## config.mk

```make
export PLATFORM = sky130hd
export DESIGN_NAME = bwst_timer
export DESIGN_NICKNAME = d
export VERILOG_FILES = /design/src/hdl/bwst_pkg.sv /design/src/hdl/bwst_prescaler.sv /design/src/hdl/bwst_timer.sv
export SDC_FILE = /design/constraint.sdc
export NUM_CORES = 1
export LEC_CHECK = 0
export BUFFER_PORTS_ARGS = -buffer_cell sky130_fd_sc_hd__buf_4
export CORE_ASPECT_RATIO = 0.5
export CORE_UTILIZATION = 45
export CTS_CLUSTER_DIAMETER = 150
export DETAILED_ROUTE_END_ITERATION = 12
export PLACE_DENSITY = 0.77
export SYNTH_ARGS = -nofsm -noshare
export SYNTH_HDL_FRONTEND = slang
export SYNTH_SLANG_ARGS = --single-unit
```

## constraint.sdc

```tcl
create_clock -name clock -period 2.82 [get_ports clock]
set_input_delay 0.423 -clock clock [delete_from_list [all_inputs] [get_ports clock]]
set_output_delay 0.423 -clock clock [all_outputs]
set_load 0.03 [all_outputs]
```

## src/hdl/bwst_pkg.sv

```systemverilog
// Package for the basic watchdog and stabilization timer.
// Assumes one 100 MHz clock and the CPU register port of the device.
package bwst_pkg;
   // Register addresses on the CPU register port
   localparam logic [7:0] BWST_ADDR_CONTROL = 8'hd3;
   localparam logic [7:0] BWST_ADDR_COUNT = 8'hfd;
   // Control register reset value and field layout
   localparam logic [7:0] BWST_CONTROL_RESET = 8'h00;
   localparam int BWST_SIG_HI = 7;
   localparam int BWST_SIG_LO = 4;
   localparam int BWST_SEL_HI = 3;
   localparam int BWST_SEL_LO = 2;
   localparam int BWST_CNT_CLR_BIT = 1;
   localparam int BWST_DIV_CLR_BIT = 0;
   // Signature that turns the watchdog off
   localparam logic [3:0] BWST_WDT_OFF_SIG = 4'ha;
   // Divider selections
   localparam logic [1:0] BWST_SEL_DIV4096 = 2'h0;
   localparam logic [1:0] BWST_SEL_DIV1024 = 2'h1;
   localparam logic [1:0] BWST_SEL_DIV128 = 2'h2;
   localparam logic [1:0] BWST_SEL_DIV16 = 2'h3;
   // Divider ratios
   localparam int BWST_DIV_MAX = 4096;
   localparam int BWST_DIV_B = 1024;
   localparam int BWST_DIV_C = 128;
   localparam int BWST_DIV_D = 16;
   // Counter bit whose carry ends the stabilization interval
   localparam int BWST_STAB_BIT = 4;
   // Timer states
   typedef enum logic [1:0] {
      BWST_RUN = 2'b00,
      BWST_STOPPED = 2'b01,
      BWST_STAB = 2'b11
   } bwst_state_type;
endpackage

```

## src/hdl/bwst_prescaler.sv

```systemverilog
// Prescaler for the basic timer: free-running divider with tick selection.
// Assumes a single clock; clear and selection come from the same domain.
`timescale 1ns/1ps
`default_nettype none
module bwst_prescaler #(
   parameter int DIV_WIDTH = 12
) (
   input wire logic clock,
   input wire logic rst_n,
   input wire logic clear,
   input wire logic [1:0] select,
   output logic tick
);
   // Divider counter
   logic [DIV_WIDTH-1:0] div_r;
   logic [DIV_WIDTH-1:0] div_nxt;
   // Terminal-count flags for each ratio
   wire logic end_a;
   wire logic end_b;
   wire logic end_c;
   wire logic end_d;
   // Low divider widths for the shorter ratios
   localparam int B_W = $clog2(bwst_pkg::BWST_DIV_B);
   localparam int C_W = $clog2(bwst_pkg::BWST_DIV_C);
   localparam int D_W = $clog2(bwst_pkg::BWST_DIV_D);

   // Refuse a divider that cannot serve the longest ratio
   if ((1 << DIV_WIDTH) != bwst_pkg::BWST_DIV_MAX) begin : g_bad_width
      $error("bwst_prescaler: DIV_WIDTH must match largest ratio");
   end

   assign div_nxt = clear ? '0 : div_r + 1'b1;
   assign end_a = (div_r == DIV_WIDTH'(bwst_pkg::BWST_DIV_MAX - 1));
   assign end_b = (div_r[B_W-1:0] == B_W'(bwst_pkg::BWST_DIV_B - 1));
   assign end_c = (div_r[C_W-1:0] == C_W'(bwst_pkg::BWST_DIV_C - 1));
   assign end_d = (div_r[D_W-1:0] == D_W'(bwst_pkg::BWST_DIV_D - 1));

   // Tick mux, one pulse per selected period
   always_comb begin
      unique case (select)
         bwst_pkg::BWST_SEL_DIV4096: tick = end_a & ~clear;
         bwst_pkg::BWST_SEL_DIV1024: tick = end_b & ~clear;
         bwst_pkg::BWST_SEL_DIV128: tick = end_c & ~clear;
         bwst_pkg::BWST_SEL_DIV16: tick = end_d & ~clear;
      endcase
   end

   // Divider register
   always_ff @(posedge clock or negedge rst_n) begin
      if (!rst_n) begin
         div_r <= '0;
      end else begin
         div_r <= div_nxt;
      end
   end
endmodule // bwst_prescaler
`default_nettype wire

```

## src/hdl/bwst_timer.sv

```systemverilog
// Basic watchdog and oscillation stabilization timer.
// Assumes a CPU register port (addr, write strobe, data) on the same clock,
// and stop, interrupt wake and reset-wake flags coming from pins.
`timescale 1ns/1ps
`default_nettype none
// Function
// - Prescaled count clock: divide 4096/1024/128/16.
// - Eight-bit up-counter, readable, not writable.
// - Reset clears control: watchdog on, 4096.
// - Signature 1010 in upper bits disables watchdog.
// - Writing one to bit 1 clears counter.
// - Writing one to bit 0 clears prescaler.
// - Counter bit 7 overflow resets chip.
// - Stop-mode wake starts stabilization count.
// - Reset wake uses 4096; interrupt keeps selection.
// - Bit 4 overflow ends stabilization, resumes CPU.
// - Interrupt wake leaves clock selection unchanged.
module bwst_timer (
   input wire logic clock,
   input wire logic rst_n,
   input wire logic [7:0] reg_addr,
   input wire logic reg_write,
   input wire logic [7:0] reg_wdata,
   output logic [7:0] reg_rdata,
   input wire logic stop_request,
   input wire logic wake_interrupt,
   input wire logic wake_after_reset,
   output logic cpu_clock_enable,
   output logic stabilization_done,
   output logic watchdog_reset
);
   // Synchronisers for the two wake pin inputs; stop_request is used unsynchronised
   logic [1:0] wake_int_sync_r;
   logic [1:0] wake_rst_sync_r;
   // Control register and counter
   logic [7:0] control_r;
   logic [7:0] count_r;
   logic [7:0] count_nxt;
   // Timer state
   bwst_pkg::bwst_state_type state_r;
   bwst_pkg::bwst_state_type state_nxt;
   // Forced 4096 rate while stabilizing after reset
   logic force_slow_r;
   // Registered outputs
   logic [7:0] rdata_r;
   logic cpu_en_r;
   logic done_r;
   logic wdt_rst_r;

   // Decode wires
   wire logic wr_control;
   wire logic clr_count;
   wire logic clr_div;
   wire logic wdt_enabled;
   wire logic [1:0] sel_eff;
   wire logic tick;
   wire logic wake_int;
   wire logic wake_rst;
   wire logic [8:0] count_inc;
   wire logic stab_carry;
   wire logic counting;
   wire logic [7:0] rdata_sel; // Read data before the output register
   wire logic stab_end; // Last tick of the stabilization interval
   wire logic wdt_fire; // Overflow out of bit 7 while the watchdog may act

   assign wake_int = wake_int_sync_r[1];
   assign wake_rst = wake_rst_sync_r[1];
   assign wr_control = reg_write & (reg_addr == bwst_pkg::BWST_ADDR_CONTROL);
   assign clr_count = wr_control & reg_wdata[bwst_pkg::BWST_CNT_CLR_BIT];
   assign clr_div = wr_control & reg_wdata[bwst_pkg::BWST_DIV_CLR_BIT];
   assign wdt_enabled =
      (control_r[bwst_pkg::BWST_SIG_HI:bwst_pkg::BWST_SIG_LO] != bwst_pkg::BWST_WDT_OFF_SIG);
   assign sel_eff = force_slow_r ? bwst_pkg::BWST_SEL_DIV4096
                                 : control_r[bwst_pkg::BWST_SEL_HI:bwst_pkg::BWST_SEL_LO];
   assign counting = (state_r != bwst_pkg::BWST_STOPPED);
   assign count_inc = {1'b0, count_r} + 9'h001;
   assign stab_carry = tick & (count_r[bwst_pkg::BWST_STAB_BIT:0] == '1);
   // Read selection; count is read-only, unmapped addresses read zero
   assign rdata_sel = (reg_addr == bwst_pkg::BWST_ADDR_CONTROL) ? control_r
                    : (reg_addr == bwst_pkg::BWST_ADDR_COUNT) ? count_r
                    : 8'h00;
   // interval ends on the carry out of bit 4
   assign stab_end = (state_r == bwst_pkg::BWST_STAB) & stab_carry;
   // carry out of bit 7; a clear in the same cycle wins
   assign wdt_fire = wdt_enabled & (state_r == bwst_pkg::BWST_RUN) & tick
                     & (count_r == '1) & ~clr_count;

   // prescaler with selection mux
   // Stopped state holds the divider clear, so stabilization starts
   // on a full prescaler period
   bwst_prescaler #(
      .DIV_WIDTH($clog2(bwst_pkg::BWST_DIV_MAX))
   ) u_prescaler (
      .clock(clock),
      .rst_n(rst_n),
      .clear(clr_div | ~counting),
      .select(sel_eff),
      .tick(tick)
   );

   // Counter next value: clear wins, else tick increments and wraps
   // The count is kept on wake, so the interval depends on its value
   // at stop; software clears it first to get a full interval
   always_comb begin
      count_nxt = count_r;
      if (clr_count) begin
         count_nxt = '0;
      end else if (tick & counting) begin
         count_nxt = count_inc[7:0];
      end
   end

   // State next value
   always_comb begin
      state_nxt = state_r;
      unique case (state_r)
         bwst_pkg::BWST_RUN: begin
            // Stop is accepted only while running
            if (stop_request) begin
               state_nxt = bwst_pkg::BWST_STOPPED;
            end
         end
         bwst_pkg::BWST_STOPPED: begin
            // wake starts stabilization
            // A wake level must last at least one clock to be seen
            if (wake_rst | wake_int) begin
               state_nxt = bwst_pkg::BWST_STAB;
            end
         end
         bwst_pkg::BWST_STAB: begin
            if (stab_carry) begin
               state_nxt = bwst_pkg::BWST_RUN;
            end
         end
         default: state_nxt = bwst_pkg::BWST_RUN;
      endcase
   end

   // Input synchronisers: wake pins are asynchronous, and only the second
   // stage is read so a metastable first stage never reaches logic
   always_ff @(posedge clock or negedge rst_n) begin
      if (!rst_n) begin
         wake_int_sync_r <= 2'h0;
         wake_rst_sync_r <= 2'h0;
      end else begin
         wake_int_sync_r <= {wake_int_sync_r[0], wake_interrupt};
         wake_rst_sync_r <= {wake_rst_sync_r[0], wake_after_reset};
      end
   end

   // Control register; clear bits are strobes and do not stay set
   // Only the signature and selection fields are stored
   always_ff @(posedge clock or negedge rst_n) begin
      if (!rst_n) begin
         control_r <= bwst_pkg::BWST_CONTROL_RESET;
      end else if (wr_control) begin
         control_r <= {reg_wdata[bwst_pkg::BWST_SIG_HI:bwst_pkg::BWST_SEL_LO], 2'h0};
      end
   end

   // Counter and state
   always_ff @(posedge clock or negedge rst_n) begin
      if (!rst_n) begin
         count_r <= 8'h00;
         state_r <= bwst_pkg::BWST_RUN;
      end else begin
         count_r <= count_nxt;
         state_r <= state_nxt;
      end
   end

   // Stabilization rate: reset wake forces 4096, interrupt wake keeps selection
   // Cleared once back in run so the programmed selection applies again
   always_ff @(posedge clock or negedge rst_n) begin
      if (!rst_n) begin
         force_slow_r <= 1'b0;
      end else if (state_r == bwst_pkg::BWST_STOPPED && (wake_rst | wake_int)) begin
         force_slow_r <= wake_rst;
      end else if (state_r == bwst_pkg::BWST_RUN) begin
         force_slow_r <= 1'b0;
      end
   end

   // Registered outputs; each top output leaves straight from a flop
   // so the chip reset request is free of glitches
   always_ff @(posedge clock or negedge rst_n) begin
      if (!rst_n) begin
         rdata_r <= 8'h00;
         cpu_en_r <= 1'b1;
         done_r <= 1'b0;
         wdt_rst_r <= 1'b0;
      end else begin
         // Read data for the address presented this cycle
         rdata_r <= rdata_sel;
         cpu_en_r <= (state_nxt == bwst_pkg::BWST_RUN);
         done_r <= stab_end;
         wdt_rst_r <= wdt_fire;
      end
   end

   assign reg_rdata = rdata_r;
   assign cpu_clock_enable = cpu_en_r;
   assign stabilization_done = done_r;
   assign watchdog_reset = wdt_rst_r;
endmodule // bwst_timer
`default_nettype wire

```

-- After elaboration in Yosys (flattened, before gate mapping)
Index checks and enable logic that the tools add are counted.
- logic and storage cells: 66
- memories kept: 0
- memory bits (read-only): 0
- latch bits: 0
- bits in registers: 44
- memory bits (writable): 0
- mux-type cells: 13
- bitwise operators: 19
- equal/unequal tests: 15
- add/subtract/negate cells: 2
- shift operators: 0
- $lt $le $gt $ge: 0
- reductions and logical operators: 6
- multipliers: 0
- divide/modulo/power cells: 0
- operator list (kind ; number):
    two-way mux 8 bit ; 4
    == test 8 bit (second input constant) ; 3
    bitwise AND 1 bit ; 14
    adder 12 x 1 -> 12 bit (second input constant) ; 1
    == test 12 bit (second input constant) ; 1
    two-way mux 12 bit ; 1
    == test 10 bit (second input constant) ; 1
    adder 8 x 1 -> 8 bit (second input constant) ; 1
    two-way mux 2 bit ; 4
    == test 7 bit (second input constant) ; 1
    == test 2 bit (second input constant) ; 3
    logical NOT 2 bit ; 3
    one-hot mux 2 bit (3 select lines) ; 1
    == test 5 bit (second input constant) ; 1
    == test 2 x 1 -> 1 bit (second input constant) ; 2
    == test 4 bit (second input constant) ; 1
    != test 4 bit (second input constant) ; 1
    one-hot mux 1 bit (4 select lines) ; 1
    nonzero test 2 bit ; 2
    NOT 1 bit ; 3
    two-way mux 1 bit ; 2
    != test 2 x 1 -> 1 bit (second input constant) ; 1
    OR 1 bit ; 2
    logical AND 1 bit ; 1

-- Longest topological paths before layout
Gate-level depths: netlist of the first run.
- depth in word-level cells: 11
- depth in mapped cells: 7
- gate-level depth less buffers: 6

-- Modules after synthesis
A second synthesis of the first run with hierarchy kept.
- cells, all modules: 181
- area total of the unflattened synthesis: 2014.4 um2
- modules (own cells, without submodules) (module ; instances ; cells an instance ; area each (um2) ; seq. area each (um2)):
    bwst_timer ; 1 ; 120 ; 1422.6 ; 802.0
    bwst_prescaler ; 1 ; 61 ; 591.8 ; 300.3

-- Worst setup path before layout of the first run
OpenSTA, ideal clock, no wires.
- path kind: input to register
- from: input port reg_addr[2]
- to: register count_r[1]
- required time: 2690 ps
- slack: 910 ps
- stages on the path: 6
- library setup time: 130 ps
- arrival time: 1780 ps
- buffers on the path: 1
- path through: or4b_4 o32ai_4 a211o_4 buf_6 mux2i_1 nor2_1
- longest elaborated chain between the ends: 9
- elaborated cells on any way between the ends: 14
- those cells by class: eq/ne: 1; mux: 2; bitwise: 10; reduce/logical: 1
- RTL lines (what ; RTL line ; source):
    start, declared ; bwst_timer.sv:21 ; input wire logic [7:0] reg_addr,
    == test 8 bit * ; bwst_timer.sv:68 ; assign wr_control = reg_write & (reg_addr == bwst_pkg::BWST_ADDR_CONTROL);
    bitwise AND 1 bit * ; bwst_timer.sv:68 ;
    bitwise AND 1 bit ; bwst_timer.sv:70 ; assign clr_div = wr_control & reg_wdata[bwst_pkg::BWST_DIV_CLR_BIT];
    OR 1 bit ; bwst_timer.sv:96 ; .clear(clr_div | ~counting),
    NOT 1 bit ; - ;
    bitwise AND 1 bit (on tied branches) ; - ;
    one-hot mux 1 bit (4 select lines) ; bwst_prescaler.sv:40 ; unique case (select)
    bitwise AND 1 bit ; bwst_timer.sv:108 ; end else if (tick & counting) begin
    nonzero test 2 bit (no line) ; - ;
    end signal, assigned ; bwst_timer.sv:167 ; count_r <= count_nxt;
    end, declared ; bwst_timer.sv:37 ; logic [7:0] count_r;
Mark *: on every way between the ends. The rest lies on a longest branch, timed or not.
A chain may end at the register's enable or synchronous reset.

-- Worst setup path after layout of the first run
- from: register u_prescaler.div_r[0]
- to: register count_r[5]
- longest elaborated chain between the ends: 5
- elaborated cells on any way between the ends: 11
- those cells by class: eq/ne: 4; mux: 1; bitwise: 5; reduce/logical: 1
- RTL lines (what ; RTL line ; source):
    start, declared ; bwst_prescaler.sv:15 ; logic [DIV_WIDTH-1:0] div_r;
    start signal, assigned ; bwst_prescaler.sv:53 ; div_r <= div_nxt;
    == test 12 bit, or another cell as far along ; bwst_prescaler.sv:33 ; assign end_a = (div_r == DIV_WIDTH'(bwst_pkg::BWST_DIV_MAX - 1));
    bitwise AND 1 bit (on tied branches) ; - ;
    one-hot mux 1 bit (4 select lines) * ; bwst_prescaler.sv:40 ;
    bitwise AND 1 bit * ; bwst_timer.sv:108 ;
    nonzero test 2 bit (no line) * ; - ;
Marks and branches as above.

==> results of run 1 <==
-- registers in the layout, summed over array words and instances, names as in the netlist --
name and count:
watchdog_reset 1, control_r 6, cpu_clock_enable 1, wake_int_sync_r 2, force_slow_r 1, count_r 8, u_prescaler.div_r 12, state_r 2
reg_rdata 8, wake_rst_sync_r 2, stabilization_done 1
-- kinds of logic (layout without fill, tap and decap cells) --
| kind of cell | count (synthesis) | in the layout |
|---|---|---|
| simple gates | 63 | 63 |
| mux | 8 | 8 |
| fa+ha+maj | 3 | 3 |
| compound gates | 27 | 27 |
| flops | 44 | 44 |
| buf+inv | 9 | 47 |
| xor+xnor | 10 | 10 |
-- per-stage QoR --
stage	hold slack, ns	setup slack [ns]	std cells	instance area [um2]	total power [W]
final	0.0920	0.733	256	2300	0.00132
after global routing	0.133	0.640	256	2300	0.00138
after CTS	0.118	0.735	256	2300	0.00133
after detailed placement	0.338	0.741	248	2200	0.000865
after global placement	0.332	0.778	248	2200	0.000857
after floorplan	0.127	0.910	164	1900	0.000806
-- cell usage in the layout, fill, tap and decap left out, types with 2 or more instances in the layout --
cell type	n
mux2_2	5
dfrtp_1	43
nand3_1	8
xor2_1	6
or4_1	2
ha_1	3
a21oi_1	6
and2_1	4
mux2i_1	2
clkbuf_8	5
a22o_1	6
nor3_1	2
o31ai_1	2
xnor2_1	4
or3_1	4
and3_1	5
inv_1	6
nor2_1	19
o21ai_1	4
nand4_1	3
buf_4	33
nand2_1	7
o21ai_0	4
-- routing by layer --
metal / vias to the layer above / routed length (um) / GRT usage
met5: - / 0 / 0
met4: 0 / 21 / 0.0646
met2: 28 / 1810 / 0.291
li1: 651 / - / -
met3: 3 / 124 / 0.0540
met1: 670 / 1560 / 0.211
-- worst max-delay path, cell delays in order (launching register included) --
cell	delay, ns
dfrtp_1	0.39
ha_1	0.22
nand3_2	0.14
a21o_1	0.19
a211o_4	0.40
or4_1	0.54
a21oi_1	0.15
-- how the worst min path moves through the flow --
stage,to,slack (ns),cells after the start
5_1_grt,u_prescaler.div_r[7]$_DFF_PN0_,0.13,1
3_5_place_dp,wake_int_sync_r[1]$_DFF_PN0_,0.34,0
3_3_place_gp,wake_rst_sync_r[1]$_DFF_PN0_,0.33,0
2_1_floorplan,control_r[2]$_DFFE_PN0N_,0.13,0
4_1_cts,u_prescaler.div_r[10]$_DFF_PN0_,0.12,1
6_report,u_prescaler.div_r[7]$_DFF_PN0_,0.09,1
-- power by group --
| group | total, W | switching (W) | internal (W) |
|---|---|---|---|
| combinational | 0.000128 | 0.0000606 | 0.0000679 |
| sequential | 0.000722 | 0.0000459 | 0.000676 |
| clock | 0.000469 | 0.000206 | 0.000263 |
-- cell type report --
type	instances	area [um2]
inverter	6	22.5
multi-input combinational	111	757
timing repair buffer	33	248
fill	342	1660
clock inverter	2	35.0
tap	54	67.6
clock buffer	6	72.6
sequential	44	1100
==> impl_metrics.py, run 1 <==
metrics = {
    "clock_tree": {
        "setup_fix_bufs_post_cts": 0,
        "maximum_level_of_the_cts_h_tree": 2,
        "cts-resized-gates": 0,
        "inserted_clock_buffers": 5,
        "number_of_sinks_on_the_clock_net": 44,
        "holdBufCountCts": 0,
        "cts.root.buffer_cell": "clkbuf_8",
        "clock_latency_ns": 0.30,
        "cts_tree": "built",
        "worst_setup_hold_path_clk_slew_ns": 0.09,
        "ctsLongestPathBuffers": 2,
    },
    "worst_setup_path": {
        "critical_path.reg2reg.endpoint": "count_r[5]$_DFFE_PN0P_",
        "crit-reg2reg-launch": "u_prescaler.div_r[0]$_DFF_PN0_",
        "critPathRequiredTime_ns": 3.04,
        "critPathLaunchType": "flip-flop",
        "critPathKind": "flip-flop to flip-flop",
        "r2r.worst_path.cells": 6,
        "r2r_setup_slack_ns": 0.73,
        "setup.worst_path.end_class": "flip-flop",
        "critical_path_arrival_ns": 2.31,
        "crit_fanout": 16,
        "timing.critical_path.from": "u_prescaler.div_r[0]$_DFF_PN0_",
        "setup.worst_path.end": "count_r[5]$_DFFE_PN0P_",
    },
    "floorplanning": {
        "floorplan.die.width_um": 93.9,
        "core_region_area_um2": 3960,
        "ios": 33,
        "floorplan.die_area_um2": 4500,
        "die-height_um": 48.0,
        "fp-row-count": 16,
        "effective_utilization_at_floorplan": 0.479,
    },
    "timing": {
        "tightestPinTransition_ns": 0.528,
        "finalCriticalPeriod_ns": 2.09,
        "finalSetupViolations": 0,
        "setup_tns_ns": 0,
        "hold_viol": 0,
        "rsz_0062_raised_after_global_routing": "no",
        "timing.clock.skew_ns": 0.0115,
        "finalCritPeriodShare": 0.740,
        "timing.slew.headroom": 0.648,
        "timing.fmax_mhz": 479,
        "drv_slew": 0,
    },
    "detailed_routing": {
        "via_per_inst": 5.28,
        "drt-total-wl_mm": 3.51,
        "antenna_left": 0,
        "drt_pre_antenna_iters": 4,
        "drt_iter0_markers": 52,
        "wl_per_cell_um": 13.7,
        "route.vias.total": 1352,
        "drcViolationCount": 0,
    },
    "synthesis": {
        "synth.top_cell.area_share": 0.566,
        "post_synth_main_area_contributors": "dfrtp_1, nor2_1, mux2_2",
        "synth-seq-area-share": 0.580,
        "ys_types": 39,
        "mappedNetlistNets": 189,
        "yosys-mux-area-fraction": 0.0461,
        "synth-simple-area-share": 0.178,
        "yosys_warnings": 0,
        "cell_area_synth_um2": 1900,
        "post_synth_arst_share": 1.00,
        "synthXorXnorAreaFrac": 0.0461,
        "synth_top_family_by_area": "simple AND/OR/NAND/NOR gates",
        "post_synth.cell_area_avg_um2": 11.6,
        "post-synth-top-area-cell": "dfrtp_1",
        "ys_dominant_reg_cell": "dfrtp_1",
        "yosys.area_share.adder": 0.0197,
        "synth_most_common_cell": "dfrtp_1",
        "synth-compound-area-share": 0.108,
        "synth_top_cells_by_count": "dfrtp_1, nor2_1, nand3_1",
        "number_of_flops_mapped_to_enable_cells_by_yosys": 0,
        "synth_cells": 164,
        "yosys_reg_bits": 44,
    },
    "grt": {
        "pin_count_of_the_biggest_net_entering_global_routing": 45,
        "first_global_vias": 1234,
        "grt_usage": 0.170,
        "globalRouteOverflowTotal": 0,
        "wire_length_of_the_first_global_routing_pass_mm": 5.55,
        "number_of_antenna_violations_at_the_first_check_in_global_routing": 0,
    },
    "power": {
        "pwr_density_cell_nw_per_um2": 573,
        "ir_drop_mv": 0.281,
        "total_leakage_power_nw": 1.11,
    },
    "cells_and_area": {
        "layout-drive-gt1-share": 0.252,
        "finish.utilization": 0.581,
        "flow.area_growth_from_synthesis_pct": 21.3,
        "antenna_cells": 0,
        "finish.net_count": 226,
    },
    "place": {
        "io_buffer_count": 32,
        "gp_congestion": 0.767,
        "dp_hpwl_mm": 2.50,
    },
    "outcome": {
        "status": "complete, no violations",
    },
    "job": {
        "maxCapViolCount": 0,
    },
    "min_path": {
        "hold_class": "input pin to asynchronous set/reset pin",
    },
}
(Power assumes the default switching activity.)
==> inputs of run 2 (changes only) <==
- clock period: 2.82 -> 2.1 ns (I/O delays scaled with it)
==> impl_metrics.py, run 2 (synthesized netlist as in run 1, its figures left out) <==
metrics = {
    "outcome": {
        "status": "finished, violations left",
        "failed_checks": "negative hold slack",
    },
    "grt": {
        "wire_length_of_the_first_global_routing_pass_mm": 5.41,
        "grt_usage": 0.168,
        "globalRouteOverflowTotal": 0,
        "number_of_antenna_violations_at_the_first_check_in_global_routing": 0,
        "first_global_vias": 1185,
        "pin_count_of_the_biggest_net_entering_global_routing": 45,
    },
    "floorplanning": {
        "die-height_um": 48.0,
        "floorplan.die.width_um": 93.9,
        "effective_utilization_at_floorplan": 0.479,
        "floorplan.die_area_um2": 4500,
        "fp-row-count": 16,
        "core_region_area_um2": 3960,
        "ios": 33,
    },
    "clock_tree": {
        "inserted_clock_buffers": 5,
        "setup_fix_bufs_post_cts": 0,
        "clock_latency_ns": 0.30,
        "cts_tree": "built",
        "worst_setup_hold_path_clk_slew_ns": 0.08,
        "number_of_sinks_on_the_clock_net": 44,
        "holdBufCountCts": 0,
        "cts.root.buffer_cell": "clkbuf_8",
        "ctsLongestPathBuffers": 2,
        "maximum_level_of_the_cts_h_tree": 2,
    },
    "timing": {
        "timing.slew.headroom": 0.644,
        "finalCriticalPeriod_ns": 2.01,
        "timing.clock.skew_ns": 0.00591,
        "rsz_0062_raised_after_global_routing": "no",
        "tightestPinTransition_ns": 0.534,
        "finalSetupViolations": 0,
        "setup_tns_ns": 0,
        "drv_slew": 0,
        "finalCritPeriodShare": 0.956,
        "hold_slack_ns": -0.0124,
        "timing.fmax_mhz": 498,
        "hold_viol": 13,
    },
    "detailed_routing": {
        "wl_per_cell_um": 13.4,
        "drt_iter0_markers": 76,
        "antenna_left": 0,
        "drcViolationCount": 0,
        "route.vias.total": 1303,
        "drt-total-wl_mm": 3.43,
        "via_per_inst": 5.07,
        "drt_pre_antenna_iters": 4,
    },
    "cells_and_area": {
        "most-common-layout-cells": "dfrtp_1, buf_4, nor2_1",
        "max_flop_register": "u_prescaler.div_r",
        "postLayoutCellArea_um2": 2310,
        "flow.area_growth_from_synthesis_pct": 21.8,
        "finish.net_count": 227,
        "layout-drive-gt1-share": 0.261,
        "final_common_cell": "dfrtp_1",
        "number_of_flip_flops_under_the_largest_register_name": 12,
        "antenna_cells": 0,
    },
    "power": {
        "post-layout-total-power_w": 0.00178,
        "p_sw_frac": 0.240,
        "total_leakage_power_nw": 1.11,
        "internal-power_w": 0.00135,
        "pwr_density_cell_nw_per_um2": 770,
        "share_seq_of_total_power": 0.547,
        "p_sw_w": 0.000428,
        "combPwrFrac": 0.098,
        "ir_drop_mv": 0.326,
        "clk_pwr_share": 0.355,
    },
    "worst_setup_path": {
        "critical_path.reg2reg.endpoint": "count_r[7]$_DFFE_PN0P_",
        "setup.worst_path.end": "count_r[7]$_DFFE_PN0P_",
        "critical-path-max-stage-delay_ns": 0.53,
        "cp_cell_sequence": "ha_2, nand3_2, a21o_1, a211o_4, or4_1, a21oi_1",
        "critical_path_arrival_ns": 2.23,
        "critPathRequiredTime_ns": 2.32,
        "crit_fanout": 16,
        "crit-reg2reg-launch": "u_prescaler.div_r[0]$_DFF_PN0_",
        "setup.worst_path.end_class": "flip-flop",
        "worst_path_max_delay_cell": "or4_1",
        "critPathKind": "flip-flop to flip-flop",
        "r2r_setup_slack_ns": 0.09,
        "timing.critical_path.from": "u_prescaler.div_r[0]$_DFF_PN0_",
        "r2r.worst_path.cells": 6,
        "critPathLaunchType": "flip-flop",
    },
    "place": {
        "dpl_cell_area_um2": 2200,
        "io_buffer_count": 32,
        "dp_hpwl_mm": 2.50,
        "gp_congestion": 0.756,
    },
    "min_path": {
        "hold_class": "input pin to asynchronous set/reset pin",
    },
    "job": {
        "maxCapViolCount": 0,
    },
}
[run 2: cell count changes in the layout (fill, tap and decap cells not counted), sizes merged]
cell  change
buf       +1
[run 2: worst min-delay path by stage]
stage | start | endpoint | slack [ns] | depth (start not counted)
detailed placement | rst_n | u_prescaler.div_r[7]$_DFF_PN0_ | 0.34 | 1
global route | rst_n | u_prescaler.div_r[7]$_DFF_PN0_ | 0.03 | 1
floorplan | rst_n | control_r[2]$_DFFE_PN0N_ | 0.02 | 0
finish | rst_n | u_prescaler.div_r[10]$_DFF_PN0_ | -0.01 | 1
CTS | rst_n | u_prescaler.div_r[7]$_DFF_PN0_ | 0.006 | 1
global placement | rst_n | u_prescaler.div_r[8]$_DFF_PN0_ | 0.33 | 1
[run 2: what timing repair did]
| action | in CTS | in global routing |
|---|---|---|
| gates resized for setup | 0 | 1 |
| setup endpoints to repair | 0 | 2 |
| hold endpoints to repair | 0 | 0 |
[run 2: final cells by class]
| class | count | area, um2 |
|---|---|---|
| clock buffer | 6 | 72.6 |
| tap | 54 | 67.6 |
| fill | 340 | 1650 |
| inverter | 6 | 22.5 |
| sequential | 44 | 1100 |
| multi-input combinational | 111 | 759 |
| clock inverter | 2 | 35.0 |
| timing repair buffer | 34 | 255 |
[run 2: routing by layer]
layer | GRT usage | vias to the layer above | routed length (um)
met5 | 0 | - | 0
met4 | 0.0738 | 0 | 48
met3 | 0.0540 | 6 | 111
met2 | 0.258 | 20 | 1680
met1 | 0.225 | 623 | 1590
li1 | - | 654 | -
[run 2: through the flow]
stage,std cells,setup slack [ns],util
floorplan,164,0.239,-
global placement,249,0.128,0.556
detailed placement,249,0.0599,0.556
CTS,257,0.0381,0.583
global route,257,0.00637,0.584
finish,257,0.0932,0.584
[run 2: critical path, delay by kind of cell (launching register included)]
family                     cells  cell delay, ns
AOI/OAI and AO/OA              3            0.69
DFF                            1            0.39
and+or+nand+nor                2            0.65
adders and majority gates      1            0.21
[run 2: power by group through the flow]
stage	Clock (W)	Combinational (W)	Sequential, W
after floorplan	0	0.000109	0.000974
after global placement	0	0.000168	0.000984
after detailed placement	0	0.000178	0.000988
after CTS	0.000651	0.000177	0.000973
after global routing	0.000685	0.000206	0.000983
final	0.000633	0.000175	0.000975
